[config.mk]
export PLATFORM = sky130hd
export DESIGN_NAME = sffd_filter
export DESIGN_NICKNAME = d
export VERILOG_FILES = /design/src/sffd_pkg.sv /design/src/sffd_filter.sv
export VERILOG_INCLUDE_DIRS = /design/src
export SDC_FILE = /design/constraint.sdc
export NUM_CORES = 2
export LEC_CHECK = 0
export BUFFER_PORTS_ARGS = -buffer_cell sky130_fd_sc_hd__buf_2
export CAP_MARGIN = 0
export CELL_PAD_IN_SITES_DETAIL_PLACEMENT = 0
export CELL_PAD_IN_SITES_GLOBAL_PLACEMENT = 1
export CORE_MARGIN = 4
export CORE_UTILIZATION = 54
export DETAILED_ROUTE_END_ITERATION = 16
export PLACE_DENSITY = 0.9
export SKIP_LAST_GASP = 1
export SYNTH_ARGS = -nofsm -noshare
export SYNTH_HDL_FRONTEND = slang
export SYNTH_SLANG_ARGS = --single-unit
[constraint.sdc]
create_clock -name clk -period 15.4 [get_ports clk]
set_input_delay 1.54 -clock clk [delete_from_list [all_inputs] [get_ports clk]]
set_output_delay 1.54 -clock clk [all_outputs]
set_load 0.02 [all_outputs]
[src/sffd_cfg.svh]
// register map, field positions, reset values and rate constants of the decimation filter
`ifndef SFFD_CFG_SVH
`define SFFD_CFG_SVH

`define SFFD_ADDR_CTRL 4'h0
`define SFFD_ADDR_STATUS 4'h4
`define SFFD_ADDR_DATA 4'h8

`define SFFD_MODE_LSB 0
`define SFFD_RATE_LSB 2
`define SFFD_PHASE_BIT 5
`define SFFD_LP_BIT 6
`define SFFD_TONE_LO_BIT 7
`define SFFD_TONE_HI_BIT 8
`define SFFD_HPK_LSB 12

`define SFFD_MODE_RST 2'h2
`define SFFD_RATE_RST 3'h0
`define SFFD_HPK_RST 4'h8
`define SFFD_RATE_MAX 3'h4

`define SFFD_DIV_HR 4'h4
`define SFFD_DIV_LP 4'h8
`define SFFD_LOG2_MAX 3'h7
`define SFFD_SINC_ORDER 6'h05
`define SFFD_OUT_SCALE 22

`endif

[src/sffd_pkg.sv]
// types shared by the decimation filter
package sffd_pkg;

   typedef enum logic [1:0] {
      fm_reserved,
      fm_sinc,
      fm_sinc_lp,
      fm_sinc_lp_dc
   } sffd_mode_type;

   typedef struct packed {
      logic [3:0] hpf_k;
      logic tone_hi;
      logic tone_lo;
      logic low_power;
      logic min_phase;
      logic [2:0] rate;
      sffd_mode_type mode;
   } sffd_ctrl_type;

   typedef struct packed {
      logic valid;
      logic signed [23:0] data;
   } sffd_result_type;

endpackage

[src/sffd_filter.sv]
// sinc / tap low-pass / dc block decimation filter with avalon-mm control
//
// Overview of operation
// - The path is a variable fifth-order sinc, a fixed low-pass and a first-order dc block.
// - Output is sinc only, sinc plus low-pass or all three; one mode code is reserved.
// - The dc block is only inserted behind the sinc plus low-pass path.
// - Modulator bits arrive at clock/4, or at clock/8 in low-power mode.
// - One three-bit rate field sets the output rate of sinc and sinc plus low-pass.
// - Rate codes 0 to 4 give sinc decimation 128 to 8, or 64 to 4 in low-power mode.
// - The sinc is a length-N moving sum normalised by N and raised to the fifth power.
// - The low-pass has four subsections fed by the sinc, the first two decimating by two.
// - The third subsection decimates by four and the fourth by two, for a total of 32.
// - Subsections three and four use linear or minimum phase weights chosen by software.
// - With the low-pass the overall decimation is 4096 to 256, or half in low-power mode.
// - An optional 75 mV or 100 mV idle-tone offset is applied at the modulator input.
// - Two control bits enable the idle-tone offset and both are off after reset.
`timescale 1ns/1ps
`include "sffd_cfg.svh"
`default_nettype none

module sffd_filter (
   input wire logic clk, // 25 MHz system clock
   input wire logic srst, // synchronous reset, active high
   input wire logic mod_bit, // modulator bitstream, one means positive
   input wire logic [3:0] avs_address, // byte address
   input wire logic avs_read, // read request
   input wire logic avs_write, // write request
   input wire logic [31:0] avs_writedata, // write data
   input wire logic [3:0] avs_byteenable, // write byte lanes
   output logic [31:0] avs_readdata, // read data
   output logic avs_waitrequest, // low for the accepting cycle
   output sffd_pkg::sffd_result_type result, // filtered sample and valid strobe
   output logic tone_shift_sel_hi, // idle-tone offset select, upper bit
   output logic tone_shift_sel_lo // idle-tone offset select, lower bit
);

   sffd_pkg::sffd_ctrl_type ctrl;
   logic flush;
   logic [15:0] out_count;

   // register bus
   logic [31:0] ctrl_word;
   logic [31:0] lane_mask;
   logic [31:0] wr_word;
   logic [31:0] next_readdata;
   logic sel_ctrl;
   logic sel_status;
   logic sel_data;
   logic wr_ctrl;
   logic [1:0] wr_mode;
   logic [2:0] wr_rate;
   logic wr_filter_ok;
   logic wr_filter_diff;
   logic [2:0] sinc_log2;

   assign ctrl_word = {16'h0000, ctrl.hpf_k, 3'h0, ctrl.tone_hi, ctrl.tone_lo,
                       ctrl.low_power, ctrl.min_phase, ctrl.rate, ctrl.mode};
   // lanes left out keep their present bits, so one byte can be written alone
   assign lane_mask = {{8{avs_byteenable[3]}}, {8{avs_byteenable[2]}},
                       {8{avs_byteenable[1]}}, {8{avs_byteenable[0]}}};
   assign wr_word = (ctrl_word & ~lane_mask) | (avs_writedata & lane_mask);
   assign sel_ctrl = avs_address == `SFFD_ADDR_CTRL;
   assign sel_status = avs_address == `SFFD_ADDR_STATUS;
   assign sel_data = avs_address == `SFFD_ADDR_DATA;
   assign wr_ctrl = avs_write & ~avs_waitrequest & sel_ctrl;
   assign wr_mode = wr_word[`SFFD_MODE_LSB +: 2];
   assign wr_rate = wr_word[`SFFD_RATE_LSB +: 3];
   // a reserved rate or mode code leaves the whole filter setting untouched
   assign wr_filter_ok = (wr_rate <= `SFFD_RATE_MAX) && (wr_mode != 2'h0);
   // rewriting the same setting must not flush, or a tone write would cost samples
   assign wr_filter_diff = (wr_mode != ctrl.mode) || (wr_rate != ctrl.rate)
                           || (wr_word[`SFFD_PHASE_BIT] != ctrl.min_phase)
                           || (wr_word[`SFFD_LP_BIT] != ctrl.low_power);

   // unmapped addresses read as zero and accept writes silently
   assign next_readdata = sel_ctrl ? ctrl_word :
                          sel_status ? {out_count, 13'h0000, sinc_log2} :
                          sel_data ? {{8{result.data[23]}}, result.data} :
                          32'h0000_0000;

   // one wait cycle: every request is answered on the second edge
   // a request is never refused; an unmapped address simply answers
   always_ff @(posedge clk) begin
      if (srst) begin
         avs_waitrequest <= 1'b1;
      end else if ((avs_read | avs_write) & avs_waitrequest) begin
         avs_waitrequest <= 1'b0;
      end else begin
         avs_waitrequest <= 1'b1;
      end
   end

   // read data is taken with the request so it stands on the accepting edge
   always_ff @(posedge clk) begin
      if (srst) begin
         avs_readdata <= 32'h0000_0000;
      end else if (avs_read & avs_waitrequest) begin
         avs_readdata <= next_readdata;
      end
   end

   always_ff @(posedge clk) begin
      if (srst) begin
         ctrl.mode <= sffd_pkg::sffd_mode_type'(`SFFD_MODE_RST);
         ctrl.rate <= `SFFD_RATE_RST;
         ctrl.min_phase <= 1'b0;
         ctrl.low_power <= 1'b0;
         ctrl.tone_lo <= 1'b0;
         ctrl.tone_hi <= 1'b0;
         ctrl.hpf_k <= `SFFD_HPK_RST;
      end else if (wr_ctrl) begin
         ctrl.tone_lo <= wr_word[`SFFD_TONE_LO_BIT];
         ctrl.tone_hi <= wr_word[`SFFD_TONE_HI_BIT];
         ctrl.hpf_k <= wr_word[`SFFD_HPK_LSB +: 4];
         if (wr_filter_ok) begin
            ctrl.mode <= sffd_pkg::sffd_mode_type'(wr_mode);
            ctrl.rate <= wr_rate;
            ctrl.min_phase <= wr_word[`SFFD_PHASE_BIT];
            ctrl.low_power <= wr_word[`SFFD_LP_BIT];
         end
      end
   end

   // the offset itself is analog; these flops steer it
   assign tone_shift_sel_hi = ctrl.tone_hi;
   assign tone_shift_sel_lo = ctrl.tone_lo;

   // one-cycle restart pulse after a change of filter setting
   always_ff @(posedge clk) begin
      if (srst) begin
         flush <= 1'b0;
      end else begin
         flush <= wr_ctrl & wr_filter_ok & wr_filter_diff;
      end
   end

   // modulator rate divider
   // it restarts with the filter, so the first tick after a change is a full period
   logic [3:0] mod_cnt;
   logic mod_last;
   logic mod_en;

   assign mod_last = mod_cnt == ((ctrl.low_power ? `SFFD_DIV_LP : `SFFD_DIV_HR) - 4'h1);

   always_ff @(posedge clk) begin
      if (srst | flush) begin
         mod_cnt <= 4'h0;
         mod_en <= 1'b0;
      end else begin
         mod_cnt <= mod_last ? 4'h0 : mod_cnt + 4'h1;
         mod_en <= mod_last;
      end
   end

   // fifth-order sinc
   // 40 bits hold the growth of a 128-long fifth-order sum, which needs 1 + 5 * 7 = 36 bits
   logic signed [39:0] integ [0:5];
   logic signed [39:0] comb [0:5];
   logic signed [39:0] comb_dly [0:4];
   logic [6:0] dec_cnt;
   logic [7:0] sinc_n;
   logic [5:0] sinc_shift;
   logic sinc_take;
   logic signed [63:0] sinc_wide;
   logic signed [23:0] sinc_out;
   logic sinc_vld;

   // log2 of N: 7 minus rate code, one less in low-power mode
   assign sinc_log2 = `SFFD_LOG2_MAX - ctrl.rate - {2'h0, ctrl.low_power};
   assign sinc_n = 8'h01 << sinc_log2;
   assign sinc_take = mod_en && ({1'b0, dec_cnt} == sinc_n - 8'h01);
   assign sinc_shift = {3'h0, sinc_log2} * `SFFD_SINC_ORDER;
   assign integ[0] = mod_bit ? 40'sh00_0000_0001 : -40'sh00_0000_0001;
   assign comb[0] = integ[5];

   // integrators wrap modulo 2^40; the combs undo the wrap exactly
   for (genvar k = 0; k < 5; k++) begin : g_sinc
      assign comb[k + 1] = comb[k] - comb_dly[k];
      always_ff @(posedge clk) begin
         if (srst | flush) begin
            integ[k + 1] <= 40'sh00_0000_0000;
            comb_dly[k] <= 40'sh00_0000_0000;
         end else begin
            if (mod_en) begin
               integ[k + 1] <= integ[k + 1] + integ[k];
            end
            if (sinc_take) begin
               comb_dly[k] <= comb[k];
            end
         end
      end
   end

   // normalise by N^5 and scale full scale to 2^22
   assign sinc_wide = (64'(comb[5]) <<< `SFFD_OUT_SCALE) >>> sinc_shift;

   // dec_cnt counts modulator ticks within one sinc output period
   always_ff @(posedge clk) begin
      if (srst | flush) begin
         dec_cnt <= 7'h00;
         sinc_out <= 24'sh00_0000;
         sinc_vld <= 1'b0;
      end else begin
         sinc_vld <= sinc_take;
         if (sinc_take) begin
            dec_cnt <= 7'h00;
            sinc_out <= sinc_wide[23:0];
         end else if (mod_en) begin
            dec_cnt <= dec_cnt + 7'h01;
         end
      end
   end

   // tap low-pass, four subsections
   // each subsection sums its group; the shift undoes the weight sum exactly
   logic signed [23:0] fir_d [0:4];
   logic fir_v [0:4];

   assign fir_d[0] = sinc_out;
   assign fir_v[0] = sinc_vld;

   // weights per input slot; minimum phase loads the oldest slots heavier
   // equal weights give linear phase; the minimum phase sets double the sum and shift one bit more
   function automatic logic [3:0] sffd_weight(input logic min_ph, input logic quad,
                                              input logic [1:0] idx);
      logic [3:0] w;
      w = 4'h1;
      if (min_ph && quad) begin
         w = (idx == 2'h0) ? 4'h4 : (idx == 2'h1) ? 4'h2 : 4'h1;
      end else if (min_ph) begin
         w = (idx == 2'h0) ? 4'h3 : 4'h1;
      end
      return w;
   endfunction

   for (genvar s = 0; s < 4; s++) begin : g_tap
      localparam int DEC = (s == 2) ? 4 : 2;
      localparam logic [1:0] LAST = 2'(DEC - 1);
      localparam logic [1:0] SH_BASE = (DEC == 4) ? 2'h2 : 2'h1;
      localparam logic PHASED = (s >= 2);
      logic [1:0] cnt;
      logic signed [27:0] acc;
      logic signed [27:0] prod;
      logic signed [27:0] acc_n;
      logic [3:0] w;
      logic [1:0] sh;
      logic sel_min;

      assign sel_min = ctrl.min_phase & PHASED;
      assign w = sffd_weight(sel_min, DEC == 4, cnt);
      assign sh = SH_BASE + {1'b0, sel_min};
      assign prod = 28'(fir_d[s]) * $signed({24'h00_0000, w});
      assign acc_n = ((cnt == 2'h0) ? 28'sh000_0000 : acc) + prod;

      // a flush drops a half-filled group so no output mixes two settings
      always_ff @(posedge clk) begin
         if (srst | flush) begin
            cnt <= 2'h0;
            acc <= 28'sh000_0000;
            fir_d[s + 1] <= 24'sh00_0000;
            fir_v[s + 1] <= 1'b0;
         end else begin
            fir_v[s + 1] <= 1'b0;
            if (fir_v[s]) begin
               acc <= acc_n;
               if (cnt == LAST) begin
                  cnt <= 2'h0;
                  fir_d[s + 1] <= 24'(acc_n >>> sh);
                  fir_v[s + 1] <= 1'b1;
               end else begin
                  cnt <= cnt + 2'h1;
               end
            end
         end
      end
   end

   // first-order dc block
   // the estimate is frozen unless the dc block is the selected output
   logic signed [31:0] hp_dc;
   logic signed [31:0] hp_diff;

   // dc estimate keeps 8 fraction bits; hpf_k sets the corner
   assign hp_diff = $signed({fir_d[4], 8'h00}) - hp_dc;

   always_ff @(posedge clk) begin
      if (srst | flush) begin
         hp_dc <= 32'sh0000_0000;
      end else if (fir_v[4] && ctrl.mode == sffd_pkg::fm_sinc_lp_dc) begin
         hp_dc <= hp_dc + (hp_diff >>> ctrl.hpf_k);
      end
   end

   // output selection
   // samples from sections not selected are dropped here, never queued
   always_ff @(posedge clk) begin
      if (srst | flush) begin
         result.valid <= 1'b0;
         result.data <= 24'sh00_0000;
      end else begin
         result.valid <= 1'b0;
         case (ctrl.mode)
            sffd_pkg::fm_sinc: begin
               if (sinc_vld) begin
                  result.valid <= 1'b1;
                  result.data <= sinc_out;
               end
            end
            sffd_pkg::fm_sinc_lp: begin
               if (fir_v[4]) begin
                  result.valid <= 1'b1;
                  result.data <= fir_d[4];
               end
            end
            sffd_pkg::fm_sinc_lp_dc: begin
               if (fir_v[4]) begin
                  result.valid <= 1'b1;
                  result.data <= hp_diff[31:8];
               end
            end
            default: begin
               result.valid <= 1'b0;
            end
         endcase
      end
   end

   // the result count wraps; software takes the difference of two reads
   always_ff @(posedge clk) begin
      if (srst) begin
         out_count <= 16'h0000;
      end else if (result.valid) begin
         out_count <= out_count + 16'h0001;
      end
   end

endmodule

`default_nettype wire

Yosys cells after proc, flatten, opt, wreduce, memory -nomap -nowiden --
Memory sizes are Yosys's and may differ from the RTL's. Index checks and enable logic that the tools add are counted.
Operators by class: add/subtract/negate cells 29, multiply operators 3, order comparisons 1, equality and inequality tests 19, shifts and indexed selects 5, mux-type cells 38, bitwise operators 22, reductions and logical operators 25
Operator list (count):
- 40-bit two-way mux | 6
- 40-bit adder | 5
- 40-bit subtractor | 5
- 28-bit two-way mux | 4
- 32-bit two-way mux | 3
- 25-bit two-way mux | 3
- 24-bit one-hot mux with 3 select lines | 1
- 62-bit by 6-bit >>> shifter with 24-bit output | 1
- 28-bit by 24-bit adder with 28-bit output | 2
- 28-bit adder | 2
- 28-bit by 2-bit >>> shifter with 24-bit output | 2
- 32-bit adder | 1
- 16-bit AND | 2
- 32-bit by 4-bit >>> shifter with 32-bit output | 1
- 32-bit subtractor | 1
- 24-bit by 4-bit multiplier with 28-bit output | 1
- 24-bit by 3-bit multiplier with 27-bit output | 1
- 16-bit by 1-bit adder with 16-bit output, second input constant | 1
- 16-bit inverter | 1
- 16-bit OR | 1
- 2-bit two-way mux | 7
- 2-bit OR reduction | 6
- 2-bit by 1-bit == test with 1-bit output, second input constant | 5
- 1-bit two-way mux | 10
- 35 further kinds | 70
Storage, ports and cells: register bits 577, memory bits (writable) 200, bits of input ports 45, output and inout port bits 60, word-level logic and storage cells 183, memories 1
Memories:
- comb_dly | depth 5, width 40, read ports 5, clocked after Yosys merged registers in 0, write ports 5, RTL line sffd_filter.sv:159 | logic signed [39:0] comb_dly [0:4];

Longest topological paths before layout --
word-level depth 10, mapped depth 56, depth with buffers taken out 56

Worst setup path after synthesis --
No wires, ideal clock.
kind reg-to-reg, start point register integ (netlist bit comb[200]), end point register, netlist name sinc_out[19], library setup time 128 ps, data arrival time 10082 ps, required time 15272 ps, path slack 5190 ps, cell stages (with the launch flop) 54, path buffers 2, period minus slack after synthesis 10210 ps, cell sequence dfxtp_1 inv_1 ha_1 inv_1 fa_1 a21o_1 a21oi_1 o21ba_2 o21ai_0 a211o_1 a31o_2 a311oi_1 o21ai_0 a21o_1 a21oi_1 xnor2_1 ha_1 a21o_1 [18 not listed] clkbuf_1 and4_1 a221o_1 nor2_1 o21bai_1 a21oi_1 xnor2_1 ha_1 clkbuf_1 or3_1 o21ai_0 a21oi_1 xor2_1 xor3_2 or3_1 a41o_1 o21ai_2 a21oi_1
RTL lines:
- start: declaration | RTL line sffd_filter.sv:157 | logic signed [39:0] integ [0:5];
- start signal: indexed assignment | RTL line sffd_filter.sv:185 | integ[k + 1] <= integ[k + 1] + integ[k];

==> summary.txt <==
largest net degree at the start of global routing - 133
CTS resizes - 0
most common cell in the netlist - nor2_1
crit share post-route - 0.785
Layout Skew - 0.0271 ns
status - complete, no violations
reg-to-reg slack, setup - 3.31 ns
Layout area overhead - 7.68%
ys flop type - dfxtp_1
largest area contributor in the netlist - dfxtp_1
Finished Layout Cells - 9062
die area - 0.122 sq mm
Rows - 124
CTS max path bufs - 3
minimum clock period - 12.09 ns
Async SR Flop Fraction - 0
Total Routing Usage GR - 0.247
initial antenna violation count - 1
setup bufs post-CTS - 0
Post-synth top cells - nor2_1, a21oi_1, ha_1, dfxtp_1, nand2_1
vias in the first global route - 51100
via count - 52900
synthesized instance count - 7553
CP Data Arrival Time - 12.64 ns
max incr delay on CP - 0.64 ns
total power draw - 0.00860 W
post-synth top area share - 0.181
clk sink count - 768
final hold viol count - 0
DP Cell Count - 8889
Diodes inserted - 0
fin. max-slew vios - 0
DRT Pass-1 Iters - 6
highest clock rate - 82.7 MHz
setup TNS - 0 ns
Post-route DRC - 0
CTS tree - done
drt via density - 5.84
maximum VDD drop - 0.154 mV
RSZ-0062 raised after global routing - no
synthesized cell area - 0.0627 sq mm
Synth Area per Inst - 8.30 sq um
CP Buf/Inv Count - 2
total global routing overflow - 0
CTS root buffer - clkbuf_16
Flop pwr share - 0.245
Layout Nets - 8209
Die W - 349 microns
Synth area leaders - dfxtp_1, ha_1, edfxtp_1
WL final - 155 mm
Critical Path Slowest Stage Cell - a211oi_1
Port Buffer Count - 83
Crit path max-delay family - compound AO/OA/AOI/OAI gates
starting DRC count in detailed routing - 2695
crit start category - flop
min-delay worst type - reg -> reg
number of synthesized flops with an enable pin - 200
WP data required - 15.96 ns
first-pass GRT wire length - 253 mm
antenna viol nets, final - 0
clock power share - 0.272
Int Pwr - 0.00521 W
Placer Congestion - 0.922
layout cells sized above 1 - 0.0596
switching portion of total power - 0.394
Worst Max-Slew Pin Slew - 1.11 ns
leakage power - 30.6 nW
combinational share of power - 0.484
Final Hold Slack - 0.453 ns
yosys warns - 0
clk_lat worst skew - 0.70 ns
syn nets - 8291
post-synthesis sequential area ratio - 0.277
Routed WL per cell - 17.1 microns
synth unique cells - 105
P_sw - 0.00339 W
I/O pins - 105
Core Box Area - 0.115 sq mm
Worst-path clk slew - 0.06 ns
Worst Path Max Fanout - 5
# hold bufs at CTS - 0
Pwr Density - 127 mW/mm^2
DP Wirelength - 114 mm
CTS H-Tree Depth - 3
most used cell, CP - a21o_1
Die Height - 349 microns
Initial Utilization - 0.546
max_cap viols - 0
Final setup viols - 0
Yosys reg bits - 768
Worst setup EP type - flop
clock buffer count from CTS - 92
Slew HR - 0.260
Worst Setup Path Type - reg -> reg
worst paths after layout:
kind	endpoint	cells after the start	startpoint
worst min register to register	mod_cnt[0]	1	mod_cnt[0]
worst max register to register	sinc_out[21]	50	comb[200]
worst min-delay path	mod_cnt[0]	1	mod_cnt[0]
worst max-delay path	sinc_out[21]	50	comb[200]
sequential cells by signal (all words and copies together) (netlist names), 8 cells and up, named ones only:
| name | count |
|---|---|
| g_tap.acc | 103 |
| comb_dly | 200 |
| g_tap.cnt | 8 |
| comb | 40 |
| result | 25 |
| integ | 160 |
| avs_readdata | 32 |
| out_count | 16 |
| hp_dc | 32 |
| sinc_out | 24 |
| fir_d | 96 |
layer usage:
layer | wire, microns | GRT usage | vias to the layer above | part of all wire
li1 | - | - | 26800 | -
met1 | 65500 | 0.288 | 24900 | 0.42
met2 | 78300 | 0.460 | 925 | 0.50
met3 | 5480 | 0.0269 | 300 | 0.035
met4 | 5960 | 0.0993 | 0 | 0.038
met5 | 0 | 0 | - | 0
placed cells by master (no fill, tap or decap), drive strengths merged, types with 90 or more instances in the layout:
cell type and n:
a211oi 101, a21o 272, a21oi 647, and2 135, and3 219, buf 142
clkbuf 133, dfxtp 568, edfxtp 200, ha 630, inv 507, mux2i 329
nand2 568, nand3 135, nor2 751, nor2b 156, nor3 109, o21ai 375
o21bai 90, xnor2 377, xor2 171
power groups by stage:
stage	logic, W	clock network, W	registers, W
2_1_floorplan	0.00318	0	0.00215
6_report	0.00416	0.00234	0.00210
3_5_place_dp	0.00410	0	0.00215
5_1_grt	0.00459	0.00246	0.00210
4_1_cts	0.00412	0.00238	0.00210
3_3_place_gp	0.00406	0	0.00215
per-stage QoR:
stage,setup slack (ns),cell area [sq um],util
2_1_floorplan,5.19,62700,-
3_3_place_gp,3.48,64200,0.559
3_5_place_dp,3.40,64200,0.559
4_1_cts,3.34,67500,0.588
5_1_grt,2.37,67500,0.588
6_report,3.31,67500,0.588
final cells by class:
cell class / instances / area (sq um)
Fill cell: 10300 / 47300
Clock buffer: 133 / 2730
Inverter: 504 / 1900
Multi-Input combinational cell: 5963 / 42100
Sequential cell: 768 / 17400
Timing Repair Buffer: 142 / 883
Clock inverter: 40 / 538
Tap cell: 1512 / 1890
kinds of logic (layout without fill, tap and decap cells):
| group | Yosys count | count (layout) | share of synthesized area |
|---|---|---|---|
| AO/OA/AOI/OAI | 2018 | 2018 | 0.208 |
| XOR/XNOR | 551 | 551 | 0.0782 |
| adder cells (fa/ha/maj) | 693 | 693 | 0.146 |
| buffers and inverters | 822 | 819 | 0.0503 |
| flip-flops | 768 | 768 | 0.277 |
| multiplexers | 383 | 383 | 0.0644 |
| AND/OR/NAND/NOR | 2318 | 2318 | 0.176 |
Note: power is estimated with default switching activity, not from simulation.
